`src/drk_consts.svh`:
```
// Constants for the ramp and amplitude keying block: bit positions, reset values, timing.
// Assumes a single 20 MHz system clock; the DDS tick is that clock divided by 24.
`ifndef DRK_CONSTS_SVH
`define DRK_CONSTS_SVH
`define DRK_CR1_KEY_EN_BIT    8
`define DRK_CR1_KEY_EXT_BIT   9
`define DRK_CR1_LOAD_RATE_BIT 15
`define DRK_CR2_RAMP_EN_BIT   19
`define DRK_CR2_DEST_LO_BIT   20
`define DRK_CR2_DEST_HI_BIT   21
`define DRK_DEST_FREQ         2'h0
`define DRK_DEST_PHASE        2'h1
`define DRK_PHASE_LSB         18
`define DRK_AMP_LSB           20
`define DRK_DDS_DIV           24
`define DRK_DIV_W             5
`define DRK_ACC_RESET         32'h00000000
`define DRK_RATE_RESET        16'h0000
`endif

```
`src/drk_pkg.sv`:
```
// Types shared by the ramp and amplitude keying block.
// Assumes drk_consts.svh is included by drk_ramp and drk_top, the design users of these types.
package drk_pkg;
  // ==========================================================================
  // Profile parameters presented by the active profile.
  typedef struct packed {
    logic [31:0] freq;
    logic [15:0] phase;
    logic [11:0] amp;
  } drk_param_type;

  // Ramp programming: five 32-bit registers.
  typedef struct packed {
    logic [31:0] upper;
    logic [31:0] lower;
    logic [31:0] step_up;
    logic [31:0] step_down;
    logic [15:0] rate_down;
    logic [15:0] rate_up;
  } drk_ramp_cfg_type;

  // Ramp control bits, latched at each input/output update.
  typedef struct packed {
    logic       enable;
    logic [1:0] dest;
    logic       clear;
    logic       autoclear;
    logic       load_rate;
  } drk_ramp_ctl_type;

  typedef enum logic [1:0] {
    DRK_IDLE,
    DRK_RUN,
    DRK_CLEARED
  } drk_state_type;
endpackage

```
`src/drk_ramp.sv`:
```
// Ramp accumulator with limit clamp, per-slope step size and step interval.
// Assumes a DDS tick pulse of one system clock every 24 cycles from the parent.
`timescale 1ns/1ps
`include "drk_consts.svh"
module drk_ramp
  import drk_pkg::*;
(
  // Clock and reset
  input  wire logic             clk,
  input  wire logic             resetn,
  // Control
  input  wire logic             tick,
  input  wire drk_ramp_ctl_type ctl,
  input  wire logic             ctl_load,
  input  wire drk_ramp_cfg_type cfg,
  input  wire logic             dir,
  input  wire logic             hold,
  // Result
  output logic [31:0]           ramp_out
);
  // ==========================================================================
  // Accumulator and interval timer.
  logic [31:0]   acc_reg, acc_next;
  logic [15:0]   timer_reg, timer_next;
  logic          dir_reg, dir_next;
  drk_state_type state_reg, state_next;
  logic [32:0]   sum;
  logic [31:0]   clamped;

  // Next state; the clamp sits in the feedback path, and a clear loads the lower limit directly.
  always_comb begin
    acc_next   = acc_reg;
    timer_next = timer_reg;
    dir_next   = dir;
    state_next = state_reg;
    sum        = '0;
    clamped    = acc_reg;
    unique case (state_reg)
      DRK_IDLE: begin
        acc_next = `DRK_ACC_RESET;
        if (ctl_load && ctl.enable) begin
          state_next = DRK_RUN;
          acc_next   = cfg.lower;
          timer_next = dir ? cfg.rate_up : cfg.rate_down;
        end
      end
      DRK_RUN, DRK_CLEARED: begin
        if (ctl_load) begin
          if (ctl.load_rate) begin
            timer_next = dir ? cfg.rate_up : cfg.rate_down;
          end
        end
        if (ctl_load && !ctl.enable) begin
          state_next = DRK_IDLE;
        end else if (ctl.clear || (ctl_load && ctl.autoclear)) begin
          state_next = DRK_CLEARED;
          acc_next   = cfg.lower;
        end else if (dir != dir_reg) begin
          timer_next = dir ? cfg.rate_up : cfg.rate_down;
          state_next = DRK_RUN;
        end else if (tick && !hold) begin
          state_next = DRK_RUN;
          if (timer_reg <= 16'h0001) begin
            timer_next = dir ? cfg.rate_up : cfg.rate_down;
            if (dir) begin
              sum = {1'b0, acc_reg} + {1'b0, cfg.step_up};
              clamped = (sum[32] || sum[31:0] > cfg.upper) ? cfg.upper : sum[31:0];
            end else begin
              sum = {1'b0, acc_reg} - {1'b0, cfg.step_down};
              clamped = (sum[32] || sum[31:0] < cfg.lower) ? cfg.lower : sum[31:0];
            end
            acc_next = clamped;
          end else begin
            timer_next = timer_reg - 16'h0001;
          end
        end
      end
      default: state_next = DRK_IDLE;
    endcase
  end

  always_ff @(posedge clk or negedge resetn) begin
    if (!resetn) begin
      acc_reg   <= `DRK_ACC_RESET;
      timer_reg <= `DRK_RATE_RESET;
      dir_reg   <= 1'b0;
      state_reg <= DRK_IDLE;
    end else begin
      acc_reg   <= acc_next;
      timer_reg <= timer_next;
      dir_reg   <= dir_next;
      state_reg <= state_next;
    end
  end

  // The output is held inside the current limits even if they are reprogrammed.
  always_comb begin
    if (acc_reg > cfg.upper) begin
      ramp_out = cfg.upper;
    end else if (acc_reg < cfg.lower) begin
      ramp_out = cfg.lower;
    end else begin
      ramp_out = acc_reg;
    end
  end

  AST_HOLD_FREEZE: assert property (@(posedge clk) disable iff (!resetn)
    (state_reg == DRK_RUN && hold && !ctl_load && !ctl.clear && dir == dir_reg
     && $stable(cfg)) |=> $stable(acc_reg))
    else $error("Ramp moved while hold was high.");
  AST_UP_MONOTONE: assert property (@(posedge clk) disable iff (!resetn)
    (state_reg == DRK_RUN && dir && dir_reg && !ctl_load && !ctl.clear && $stable(cfg))
    |=> acc_reg >= $past(acc_reg))
    else $error("Ramp fell while direction was up.");
endmodule // drk_ramp

```
`src/drk_top.sv`:
```
// Amplitude keying and digital ramp control producing DDS core parameters.
// Assumes all pins and config bits are synchronous to clk; ramp control bits are applied on io_update, keying bits and ramp_cfg at once.
`timescale 1ns/1ps
`include "drk_consts.svh"
module drk_top
  import drk_pkg::*;
(
  // Clock and reset
  input  wire logic             clk,
  input  wire logic             resetn,
  // Configuration registers
  input  wire logic [31:0]      control_register_one,
  input  wire logic [31:0]      control_register_two,
  input  wire logic             ramp_clear,
  input  wire logic             ramp_autoclear,
  input  wire drk_ramp_cfg_type ramp_cfg,
  input  wire logic             io_update,
  // Profiles
  input  wire drk_param_type    profile_param,
  input  wire logic [11:0]      profile_amplitude_scale_word [8],
  input  wire logic [2:0]       profile_sel,
  // Pins
  input  wire logic             amplitude_keying_pin,
  input  wire logic             ramp_direction_pin,
  input  wire logic             ramp_hold_pin,
  // DDS core parameters and status
  output drk_param_type         dds_param,
  output logic                  ramp_active,
  output logic                  keying_active
);
  // ==========================================================================
  // DDS clock divider: one tick every 24 system clocks, stopped when ramp is off.
  logic [`DRK_DIV_W-1:0] div_reg, div_next;
  logic                  tick;
  drk_ramp_ctl_type      ctl_reg, ctl_next, ctl_live;
  drk_param_type         param_next;
  logic [31:0]           ramp_out;
  logic                  key_en, key_ext;

  assign tick = (div_reg == `DRK_DIV_W'(`DRK_DDS_DIV - 1));

  always_comb begin
    div_next = div_reg;
    if (ctl_reg.enable) begin
      div_next = tick ? '0 : div_reg + `DRK_DIV_W'(1);
    end else begin
      div_next = '0;
    end
  end

  // Ramp control bits are sampled only at io_update, never on the raw write.
  always_comb begin
    ctl_live.enable    = control_register_two[`DRK_CR2_RAMP_EN_BIT];
    ctl_live.dest      = control_register_two[`DRK_CR2_DEST_HI_BIT:`DRK_CR2_DEST_LO_BIT];
    ctl_live.clear     = ramp_clear;
    ctl_live.autoclear = ramp_autoclear;
    ctl_live.load_rate = control_register_one[`DRK_CR1_LOAD_RATE_BIT];
    ctl_next = io_update ? ctl_live : ctl_reg;
  end

  always_ff @(posedge clk or negedge resetn) begin
    if (!resetn) begin
      div_reg <= '0;
      ctl_reg <= '0;
    end else begin
      div_reg <= div_next;
      ctl_reg <= ctl_next;
    end
  end

  // ==========================================================================
  // Ramp core; it sees the control word being latched so enable acts at the update.
  drk_ramp u_ramp (
    .clk      (clk),
    .resetn   (resetn),
    .tick     (tick),
    .ctl      (io_update ? ctl_live : ctl_reg),
    .ctl_load (io_update),
    .cfg      (ramp_cfg),
    .dir      (ramp_direction_pin),
    .hold     (ramp_hold_pin),
    .ramp_out (ramp_out)
  );

  // ==========================================================================
  // Keying bits act immediately; they are not part of the ramp's update gating.
  assign key_en  = control_register_one[`DRK_CR1_KEY_EN_BIT];
  assign key_ext = control_register_one[`DRK_CR1_KEY_EXT_BIT];

  // Parameter selection: profile first, then ramp destination, then keying on top.
  always_comb begin
    param_next = profile_param;
    if (ctl_reg.enable) begin
      unique case (ctl_reg.dest)
        `DRK_DEST_FREQ:  param_next.freq = ramp_out;
        `DRK_DEST_PHASE: param_next.phase = {ramp_out[31:`DRK_PHASE_LSB], 2'h0};
        default:         param_next.amp = ramp_out[31:`DRK_AMP_LSB];
      endcase
    end
    if (key_en) begin
      // The external pin only steers the value when both enables are set.
      if (key_ext && !amplitude_keying_pin) begin
        param_next.amp = 12'h000;
      end else begin
        param_next.amp = profile_amplitude_scale_word[profile_sel];
      end
    end
  end

  always_ff @(posedge clk or negedge resetn) begin
    if (!resetn) begin
      dds_param     <= '0;
      ramp_active   <= 1'b0;
      keying_active <= 1'b0;
    end else begin
      dds_param     <= param_next;
      ramp_active   <= ctl_reg.enable;
      keying_active <= key_en;
    end
  end

  AST_KEY_ZERO: assert property (@(posedge clk) disable iff (!resetn)
    (key_en && key_ext && !amplitude_keying_pin) |=> dds_param.amp == 12'h000)
    else $error("Keying pin low did not force zero amplitude.");
  AST_KEY_SCALE: assert property (@(posedge clk) disable iff (!resetn)
    (key_en && (!key_ext || amplitude_keying_pin))
    |=> dds_param.amp == $past(profile_amplitude_scale_word[profile_sel]))
    else $error("Keying amplitude is not the selected scale word.");
  AST_KEY_OVERRIDE: assert property (@(posedge clk) disable iff (!resetn)
    (key_en && ctl_reg.enable && ctl_reg.dest[1] && (!key_ext || amplitude_keying_pin))
    |=> dds_param.amp == $past(profile_amplitude_scale_word[profile_sel]))
    else $error("Ramp amplitude beat the keying unit.");
  AST_KEY_OFF: assert property (@(posedge clk) disable iff (!resetn)
    (!key_en && !ctl_reg.enable) |=> dds_param == $past(profile_param))
    else $error("Keying acted while disabled.");
  AST_RAMP_FREQ: assert property (@(posedge clk) disable iff (!resetn)
    (ctl_reg.enable && ctl_reg.dest == `DRK_DEST_FREQ)
    |=> dds_param.freq == $past(ramp_out) && dds_param.phase == $past(profile_param.phase))
    else $error("Frequency destination not routed.");
  AST_RAMP_PHASE: assert property (@(posedge clk) disable iff (!resetn)
    (ctl_reg.enable && ctl_reg.dest == `DRK_DEST_PHASE)
    |=> dds_param.phase[15:2] == $past(ramp_out[31:18])
        && dds_param.freq == $past(profile_param.freq))
    else $error("Phase destination misaligned.");
  AST_RAMP_LIMIT: assert property (@(posedge clk) disable iff (!resetn)
    ctl_reg.enable && ramp_cfg.upper > ramp_cfg.lower
    |-> ramp_out <= ramp_cfg.upper && ramp_out >= ramp_cfg.lower)
    else $error("Ramp output outside limits.");
  AST_ENABLE_AT_UPDATE: assert property (@(posedge clk) disable iff (!resetn)
    !io_update |=> ctl_reg == $past(ctl_reg))
    else $error("Ramp control changed without an update.");
  AST_TICK_PERIOD: assert property (@(posedge clk) disable iff (!resetn)
    tick && ctl_reg.enable |=> !tick [*8])
    else $error("DDS tick came early.");
  AST_CLOCK_STOP: assert property (@(posedge clk) disable iff (!resetn)
    !ctl_reg.enable |=> div_reg == '0)
    else $error("Ramp divider ran while disabled.");
endmodule // drk_top

```
`config.mk`:
```
export PLATFORM = sky130hd
export DESIGN_NAME = drk_top
export DESIGN_NICKNAME = d
export VERILOG_FILES = /design/src/drk_pkg.sv /design/src/drk_ramp.sv /design/src/drk_top.sv
export VERILOG_INCLUDE_DIRS = /design/src
export SDC_FILE = /design/constraint.sdc
export NUM_CORES = 1
export LEC_CHECK = 0
export ABC_AREA = 1
export BUFFER_PORTS_ARGS = -buffer_cell sky130_fd_sc_hd__buf_2
export CAP_MARGIN = 20
export CORE_UTILIZATION = 30
export DETAILED_ROUTE_END_ITERATION = 7
export GPL_TIMING_DRIVEN = 0
export HOLD_SLACK_MARGIN = 0.08
export PLACE_DENSITY = 0.57
export SLEW_MARGIN = 20
export SYNTH_ARGS = -nofsm -noshare
export SYNTH_HDL_FRONTEND = slang
export SYNTH_SLANG_ARGS = --single-unit
export TNS_END_PERCENT = 50
```
`constraint.sdc`:
```
create_clock -name clk -period 5.1 [get_ports clk]
set_clock_uncertainty 0.2 [all_clocks]
set_input_delay 0.255 -clock clk [delete_from_list [all_inputs] [get_ports clk]]
set_output_delay 0.255 -clock clk [all_outputs]
set_load 0.01 [all_outputs]
```
* Yosys cells after proc, flatten, opt, wreduce, memory -nomap -nowiden
Cells that the tools add are included.
** Operators by class
- Order comparisons :: 6
- Eq/ne operators :: 11
- Bitwise gates (word level) :: 1
- Add/subtract/negate cells :: 4
- Muxes and demuxes :: 40
- Reduce and logical (&&, ||, !) cells :: 19
** Operator list (count)
- $mux W32 :: 12
- $mux W16 :: 10
- $gt A32 B32 Y1 :: 2
- $lt A32 B32 Y1 :: 2
- $pmux W32 S2 :: 1
- $mux W12 :: 5
- $mux W60 :: 1
- $bmux W12 S3 :: 1
- $add A32 B32 Y33 :: 1
- $sub A32 B32 Y33 :: 1
- $pmux W16 S2 :: 1
- $le A16 B1 Y1 const B :: 1
- $sub A16 B1 Y16 const B :: 1
- $mux W2 :: 5
- $mux W5 :: 2
- $mux W6 :: 1
- $ne A3 B1 Y1 const B :: 2
- $add A5 B1 Y5 const B :: 1
- $eq A5 B5 Y1 const B :: 1
- $logic_and A1 B1 Y1 :: 5
- $ne A5 B1 Y1 const B :: 1
- $reduce_and A5 Y1 :: 1
- $eq A2 B1 Y1 const B :: 2
- $ge A4 B4 Y1 const B :: 1
- other kinds (13) :: 20
** Word-level totals
- Word-level logic and storage cells :: 96
- Output and inout bits :: 62
- Bits in registers :: 124
- Bits of input ports :: 391

* Logic depth before layout (Yosys ltp)
Gate-level depths: netlist of run 1.
- Depth after elaboration :: 11
- Mapped depth :: 29

* By module
A second synthesis of run 1 with hierarchy kept.
** Unflattened totals
- Cell total of the unflattened synthesis :: 3126
- Area, all modules :: 18116.1 um2
** Modules (own cells, without submodules)
- drk_ramp :: sequential area each 1276.2 um2, area an instance 14137.3 um2, times used 1, cells an instance 2592
- drk_top :: sequential area each 1826.8 um2, area an instance 3978.8 um2, times used 1, cells an instance 534

* Worst setup path before layout of run 1
Ideal clock, no wire load.
- Kind :: register to register
- Start point :: register u_ramp.acc_reg[0]
- End point :: register u_ramp.acc_reg[21]
- Library setup time :: 0.122 ns
- Buffers on the path :: 1
- Clock period less this slack :: 3.688 ns
- Cell stages (with the launch flop) :: 28
- Slack :: 1.412 ns
- Arrival :: 3.366 ns
- Cell sequence :: dfrtp_1 -> inv_1 -> ha_1 -> inv_1 -> fa_1 -> nand3_1 -> nand3_2 -> nand2_1 -> nand2_1 -> nand2_1 -> nand2_1 -> nand2_1 -> nand3_1 -> nand2_1 -> inv_1 -> ha_1 -> nand2_1 -> nor2_1 -> nand4_1 -> nor4_1 -> nand2_1 -> nand2_2 -> buf_1 -> nand3_1 -> nand3_1 -> nand3_1 -> nand2_1 -> a21oi_1
** On the way
- Word-level cells in the longest chain between the ends :: 11
- Elaborated cells between the ends (all ways) :: 15
- Classes of those cells :: add/sub (2); order compare (2); mux (9); reduce/logical (2)
** Ends and longest elaborated chain
- start, declared :: RTL line drk_ramp.sv:23 : logic [31:0] acc_reg, acc_next;
- start signal, assigned :: RTL line drk_ramp.sv:84 : acc_reg <= `DRK_ACC_RESET;
- start signal, assigned :: RTL line drk_ramp.sv:89 : acc_reg <= acc_next;
- $sub A32 B32 Y33 / $add A32 B32 Y33 (equally long branches) :: RTL line drk_ramp.sv:69, drk_ramp.sv:66
- $lt A32 B32 Y1 / $gt A32 B32 Y1 (equally long branches) :: RTL line drk_ramp.sv:70, drk_ramp.sv:67
- $logic_or A1 B1 Y1 (on tied branches) :: RTL line drk_ramp.sv:70, drk_ramp.sv:67
- $mux W32 (on tied branches) :: RTL line drk_ramp.sv:70, drk_ramp.sv:67
- $mux W32 * :: RTL line drk_ramp.sv:65 : if (dir) begin
- $mux W32 * :: RTL line drk_ramp.sv:63 : if (timer_reg <= 16'h0001) begin
- $mux W32 * :: RTL line drk_ramp.sv:61 : end else if (tick && !hold) begin
- $mux W32 * :: RTL line drk_ramp.sv:58 : end else if (dir != dir_reg) begin
- $mux W32 * :: RTL line drk_ramp.sv:55 : end else if (ctl.clear || (ctl_load && ctl.autoclear)) begin
- $mux W32 * :: RTL line drk_ramp.sv:53 : if (ctl_load && !ctl.enable) begin
- $pmux W32 S2 * :: RTL line drk_ramp.sv:38 : unique case (state_reg)
Every way passes the cells marked *; elsewhere a longest branch is shown, timed or not. The select of a mux whose other input is x is not followed.
A chain may end at the register's enable or synchronous reset.

* Worst setup path in the final report of run 1
- Start point :: register u_ramp.acc_reg[5]
- End point :: register u_ramp.acc_reg[5]
Same word-level chain as after synthesis.

==> results of run 1 <==
cells in the final DEF, fill, tap and decap left out, types with 8 or more instances in the layout:
master / instances
a21oi_1: 242
buf_2: 423
clkbuf_1: 60
clkbuf_16: 17
dfrtp_1: 122
diode_2: 8
dlygate4sd3_1: 194
ha_1: 195
inv_1: 512
mux2i_1: 12
nand2_1: 908
nand2_2: 13
nand3_1: 299
nand3b_1: 22
nand4_1: 24
nor2_1: 254
nor3_1: 20
o211ai_1: 27
o21ai_0: 113
o21ai_1: 36
o221ai_1: 17
o32ai_1: 13
or2_2: 29
xnor2_1: 12
xor2_1: 28
cells in the mapped netlist (all sizes together), types with 12 or more instances:
master	count
nand2	923
inv	519
nand3	303
nor2	258
a21oi	246
ha	195
o21ai	149
dfrtp	122
clkbuf	61
buf	44
or2	29
xor2	28
o211ai	27
nand4	24
nand3b	22
nor3	20
o221ai	17
o32ai	13
mux2i	12
xnor2	12
per-stage QoR:
stage	area [um^2]	setup WS (ns)	total power (W)	util, %
floorplan	17900	1.41	0.00846	-
global placement	20800	0.411	0.0112	35.3
detailed placement	20800	0.409	0.0113	35.4
CTS	23400	0.382	0.0128	39.7
global route	23400	0.0778	0.0144	39.7
finish	23400	0.501	0.0130	39.7
worst max path at each step:
stage | startpoint | endpoint | slack, ns
2_1_floorplan | u_ramp.acc_reg[0] | u_ramp.acc_reg[21] | 1.41
3_3_place_gp | u_ramp.acc_reg[0] | u_ramp.acc_reg[30] | 0.41
3_5_place_dp | u_ramp.acc_reg[0] | u_ramp.acc_reg[30] | 0.41
4_1_cts | u_ramp.acc_reg[0] | u_ramp.acc_reg[5] | 0.38
5_1_grt | u_ramp.acc_reg[2] | u_ramp.acc_reg[2] | 0.08
6_report | u_ramp.acc_reg[5] | u_ramp.acc_reg[5] | 0.50
repair_timing:
action / in CTS / in global routing
gates resized for setup: 0 / 2
hold buffers: 194 / 0
endpoints found under the hold margin: 235 / 0
endpoints found under the setup margin: 0 / 10
worst max-delay path, delay by kind of cell (launching register included):
family / cells / cell delay [ns]
buffers and inverters: 2 / 0.24
adder cells (fa/ha/maj): 2 / 0.73
AO/OA/AOI/OAI: 1 / 0.13
AND/OR/NAND/NOR: 20 / 2.63
flip-flops: 1 / 0.56
area by class of cell:
cell class,count,area [um^2]
fillers,6497,35500
multi-input cells,2326,12400
repair buffers,588,3950
flip-flops and latches,122,3050
inverters,522,1960
well taps,773,967
plain buffers,105,482
clock buffers,17,425
clock inverters,15,175
diodes,8,20.0
routing by layer:
metal,vias to the layer above,routed length [um]
met5,-,8
met4,2,3010
met3,156,4780
met2,773,36000
met1,10000,35500
li1,11100,-
power by group:
| group | total, W | switching (W) | internal, W |
|---|---|---|---|
| Sequential | 0.00186 | 0.000593 | 0.00127 |
| Clock | 0.00132 | 0.000619 | 0.000698 |
| Combinational | 0.00978 | 0.00632 | 0.00346 |
| Total | 0.0130 | 0.00754 | 0.00543 |
cells by family (layout without fill, tap and decap cells):
| logic type | count (synthesis) | in the layout | share of synthesized area, % |
|---|---|---|---|
| simple gates | 1593 | 1593 | 37.6 |
| buf+inv | 627 | 1247 | 13.7 |
| compound gates | 484 | 484 | 15.1 |
| fa+ha+maj | 197 | 197 | 13.9 |
| flops | 122 | 122 | 17.1 |
| xor+xnor | 40 | 40 | 1.96 |
| mux | 12 | 12 | 0.673 |
| other cells | 0 | 8 | 0 |
==> flow_summary.ini, run 1 <==
[synth]
async_reset_ff_share_pct = 100
syn_area_um2 = 17900
synth-edff-count = 0
yosys.area.top_type = nand2_1
ys_seq_area_share_pct = 17.1
ys_seq_elements = 122
synth_nets = 3663
ys.flop_type = dfrtp_1
synth_cell_types = 46
synthTopCellsByArea = nand2_1 (19%), dfrtp_1 (17%), ha_1 (14%)
syn_area_per_cell_um2 = 5.81
yosys.area.top_type_share_pct = 19.1
yosys_warnings = 0
netlist_instances = 3075

[worst_setup_path]
r2r_slack_ns = 0.50
worstSetupPathType = reg2reg
endpoint_kind = register
cp_data_arrival_time_ns = 4.80
cpMostUsedCell = nand2_1
crit_path_start_kind = register
r2r_start = u_ramp.acc_reg[5]
cp.required_ns = 5.30
cpMaxStageDelayCell = dfrtp_1
cpPeakStageDelay_ns = 0.56
r2r_end = u_ramp.acc_reg[5]
cp_max_fo = 10
r2r_cells = 25

[clock_network]
clk_latency_ns = 0.49
root_buffer = clkbuf_16
cts_tree = built
cts_setup_buffers = 0
htreeDepth = 4
cts-buffers-inserted = 17
clk_pin_slew_ns = 0.06
cts_num_sinks = 122
cts_buffer_depth = 2

[die]
die_x_um = 246
core_area_um2 = 58900
rows = 89
initial_core_util_pct = 30.3
die_area_um2 = 60500
ios = 453
die_h_um = 246

[routing]
initialDrtViolationCount = 1746
wl_mm = 79.3
antenna_left = 0
route.detailed.drc = 0
via_per_inst = 4.93
drt_first_pass_iters = 6
vias = 22100
wire_per_inst_um = 17.7

[flow_run]
cap_violations = 0

[timing]
tns_ns = 0
min_period_ns = 4.60
hold_ws_ns = 0.0937
slew_violations = 0
tightestPinTransition_ns = 0.928
fmax_mhz = 217
rsz0062_at_grt = no
setup_viol = 0
fin_crit_sh_pct = 90.2
relSlewSlack_pct = 38.2
final_hold_viol_count = 0

[final_layout]
largest_register_ffs = 60
area_growth_pct = 31.0
stdcell_count = 4476
final_nets = 4270
layout-drive-gt1-share_pct = 14.3

[global_route]
grt_max_degree = 77
grt_pass1_vias = 20800
top_usage_layer = met2
grt_use_met3_pct = 3.40
track_usage_pct = 25.8
grtUsageMet2_pct = 41.6
grt_pass1_wl_mm = 119
grt_use_met1_pct = 34.5
grt_antenna_before_repair = 5
globalRoute.totalOverflow = 0

[power_and_ir_drop]
p_per_area_nw_per_um2 = 554
ir_drop_mv = 0.330
p_leak_nw = 13.0

[place]
dp.cells = 4242
port-buffer-count = 393
dp_hpwl_mm = 65.3
place.gp.congestion = 1.01

[worst_hold_path]
hp-class = in2reg
whs_path_depth = 4
hold_start = profile_sel[2]
min_to = dds_param[1]

[status]
outcome = finished, final reports clean
No activity file was read; power rests on OpenSTA's default activity.
==> inputs of run 2 (changes only) <==
- ABC_AREA: 1 -> unset
- PLACE_DENSITY: 0.57 -> 0.59
==> flow_summary.ini, run 2 <==
[status]
outcome = finished with violations
violations = setup timing

[final_layout]
area_growth_pct = 48.7
final_cell_mix = buf_2 (395), a21oi_1 (190), dlygate4sd3_1 (189), ha_1 (171), nor2_1 (141)
layout-drive-gt1-share_pct = 29.2
final_nets = 3083
largest_register_ffs = 60
n_fill_cell = 4595
layout_commonest_cell = buf_2

[timing]
finalWorstSetupSlack_ns = -0.313
fin_crit_sh_pct = 106
tns_ns = -6.22
setup_viol = 31
relSlewSlack_pct = 31.3
final_hold_viol_count = 0
rsz0062_at_grt = yes
tightestPinTransition_ns = 1.00
slew_violations = 0
min_period_ns = 5.41
fmax_mhz = 185

[routing]
route.detailed.drc = 0
vias = 18000
via_per_inst = 5.76
wl_mm = 71.8
drt_first_pass_iters = 7
wire_per_inst_um = 23.0
antenna_left = 0
initialDrtViolationCount = 1597

[worst_setup_path]
cp_data_arrival_time_ns = 5.58
cp.required_ns = 5.27
endpoint_kind = register
cp_max_fo = 8
crit_path_start_kind = register
r2r_slack_ns = -0.31
worstSetupPathType = reg2reg

[worst_hold_path]
hp-class = in2reg

[die]
initial_core_util_pct = 30.6
ios = 453
die_x_um = 223
die_h_um = 223
core_area_um2 = 47900
rows = 80
die_area_um2 = 49800

[synth]
synthTopCellsByArea = dfrtp_1 (21%), ha_1 (17%), a21oi_1 (7.0%)
yosysMostFrequentCell = a21oi_1
ys.flop_type = dfrtp_1
ys_seq_area_share_pct = 20.8
yosys_warnings = 0
syn_area_um2 = 14700
yosys.area.top_type_share_pct = 20.8
synth_cell_types = 76
async_reset_ff_share_pct = 100
syn_area_per_cell_um2 = 8.10
synth_commonest_cells = a21oi_1 (206), ha_1 (195), o21ai_0 (149)
yosys.area.top_type = dfrtp_1
netlist_instances = 1811
ys_seq_elements = 122
synth-edff-count = 0
synth_nets = 2399

[flow_run]
cap_violations = 0

[clock_network]
cts_tree = built
cts_num_sinks = 122
htreeDepth = 4
cts-buffers-inserted = 17
root_buffer = clkbuf_16
clk_pin_slew_ns = 0.07
clk_latency_ns = 0.49
cts_buffer_depth = 2

[power_and_ir_drop]
p_per_area_nw_per_um2 = 536
ir_drop_mv = 0.251
p_leak_nw = 10.3

[global_route]
grt_max_degree = 91
grt_pass1_vias = 17700
grt_pass1_wl_mm = 105
globalRoute.totalOverflow = 0
track_usage_pct = 28.0
grt_antenna_before_repair = 7

[place]
dpl_worst_slack_ns = -1.41
port-buffer-count = 392
dp_hpwl_mm = 55.4
place.gp.congestion = 1.02
run 2: cell count changes in the layout (fill, tap and decap cells not counted), sizes merged, moves of 22 or more:
| cell | delta |
|---|---|
| nor2 | -108 |
| and3 | +34 |
| mux2i | +56 |
| a21o | +52 |
| xnor2 | +27 |
| buf | +58 |
| or2 | -27 |
| a21oi | -40 |
| nand2 | -799 |
| mux4 | +24 |
| a221oi | +43 |
| nand3 | -272 |
| o31ai | +22 |
| inv | -398 |
run 2: area by class of cell:
| cell class | instances | area, um^2 | share of cell area, % |
|---|---|---|---|
| diodes | 2 | 5.00 | 0.0229 |
| clock inverters | 15 | 180 | 0.826 |
| clock buffers | 17 | 425 | 1.95 |
| flip-flops and latches | 122 | 3080 | 14.1 |
| plain buffers | 79 | 402 | 1.84 |
| well taps | 615 | 769 | 3.53 |
| inverters | 123 | 469 | 2.15 |
| repair buffers | 669 | 4680 | 21.5 |
| multi-input cells | 1483 | 11800 | 54.1 |
run 2: report_power, final:
group          leakage (nW)  total (W)  internal [W]  switching (W)
clock network         0.300    0.00133      0.000738       0.000595
registers              1.47    0.00170       0.00124       0.000463
logic                  8.58    0.00866       0.00383        0.00482
run 2: kinds of logic after synthesis:
| family | count (synthesis) | synth area share, % |
|---|---|---|
| muxes | 109 | 9.63 |
| xor gates and xnor gates | 67 | 4.00 |
| and+or+nand+nor | 454 | 14.7 |
| buffers and inverters | 206 | 5.41 |
| DFF | 122 | 20.8 |
| AOI/OAI and AO/OA | 656 | 28.6 |
| adders and majority gates | 197 | 16.9 |
run 2: worst paths after layout:
check	start	end	cells after the start
worst max-delay path	u_ramp.acc_reg[8]	u_ramp.acc_reg[25]	25
worst min-delay path	ramp_cfg[145]	u_ramp.acc_reg[17]	4
worst max register to register	u_ramp.acc_reg[8]	u_ramp.acc_reg[25]	25
worst min register to register	div_reg[0]	div_reg[0]	1
max in group asynchronous	resetn	dds_param[39]	3
min in group asynchronous	resetn	u_ramp.timer_reg[5]	3
run 2: repair_timing:
| action | CTS | global route |
|---|---|---|
| gates resized for setup | 156 | 86 |
| gates cloned | 2 | 0 |
| setup endpoints to repair | 32 | 53 |
| hold buffers | 190 | 0 |
| setup buffers | 52 | 34 |
| pin swaps | 53 | 72 |
| hold endpoints to repair | 227 | 0 |
run 2: through the flow:
stage | instances | area (um^2) | utilization [%] | power [W] | hold slack, ns
after floorplan | 1811 | 14700 | - | 0.00605 | -0.241
after global placement | 2818 | 17500 | 36.4 | 0.00799 | 0.178
after detailed placement | 2820 | 17500 | 36.5 | 0.00814 | -0.0402
after CTS | 3095 | 21200 | 44.2 | 0.0108 | 0.0806
after global routing | 3125 | 21800 | 45.5 | 0.0124 | 0.0880
final | 3125 | 21800 | 45.5 | 0.0117 | 0.0971
run 2: worst max-delay path: stages (launching register included):
cell and delay, ns:
dfrtp_2 0.52, ha_4 0.34, and3_4 0.20, nand2_1 0.08, o31ai_4 0.35, a2111oi_4 0.06
o21ai_2 0.27, a31o_4 0.24, buf_4 0.13, a31oi_1 0.10, xnor2_1 0.28, ha_1 0.30
nand4_1 0.18, buf_4 0.15, a21oi_1 0.05, a211oi_2 0.15, o31a_1 0.20, a31o_2 0.17
o211ai_1 0.11, clkbuf_16 0.20, buf_6 0.12, buf_8 0.11, and2_4 0.17, a221o_1 0.33
a221oi_2 0.18, a21oi_1 0.08
run 2: metal layers:
layer,part of all wire [%],track usage (%),up-vias
met3,8.8,6.45,172
met2,45,44.0,938
met4,4.2,11.7,4
met5,0.039,0,-
li1,-,-,8202
met1,42,36.8,8683
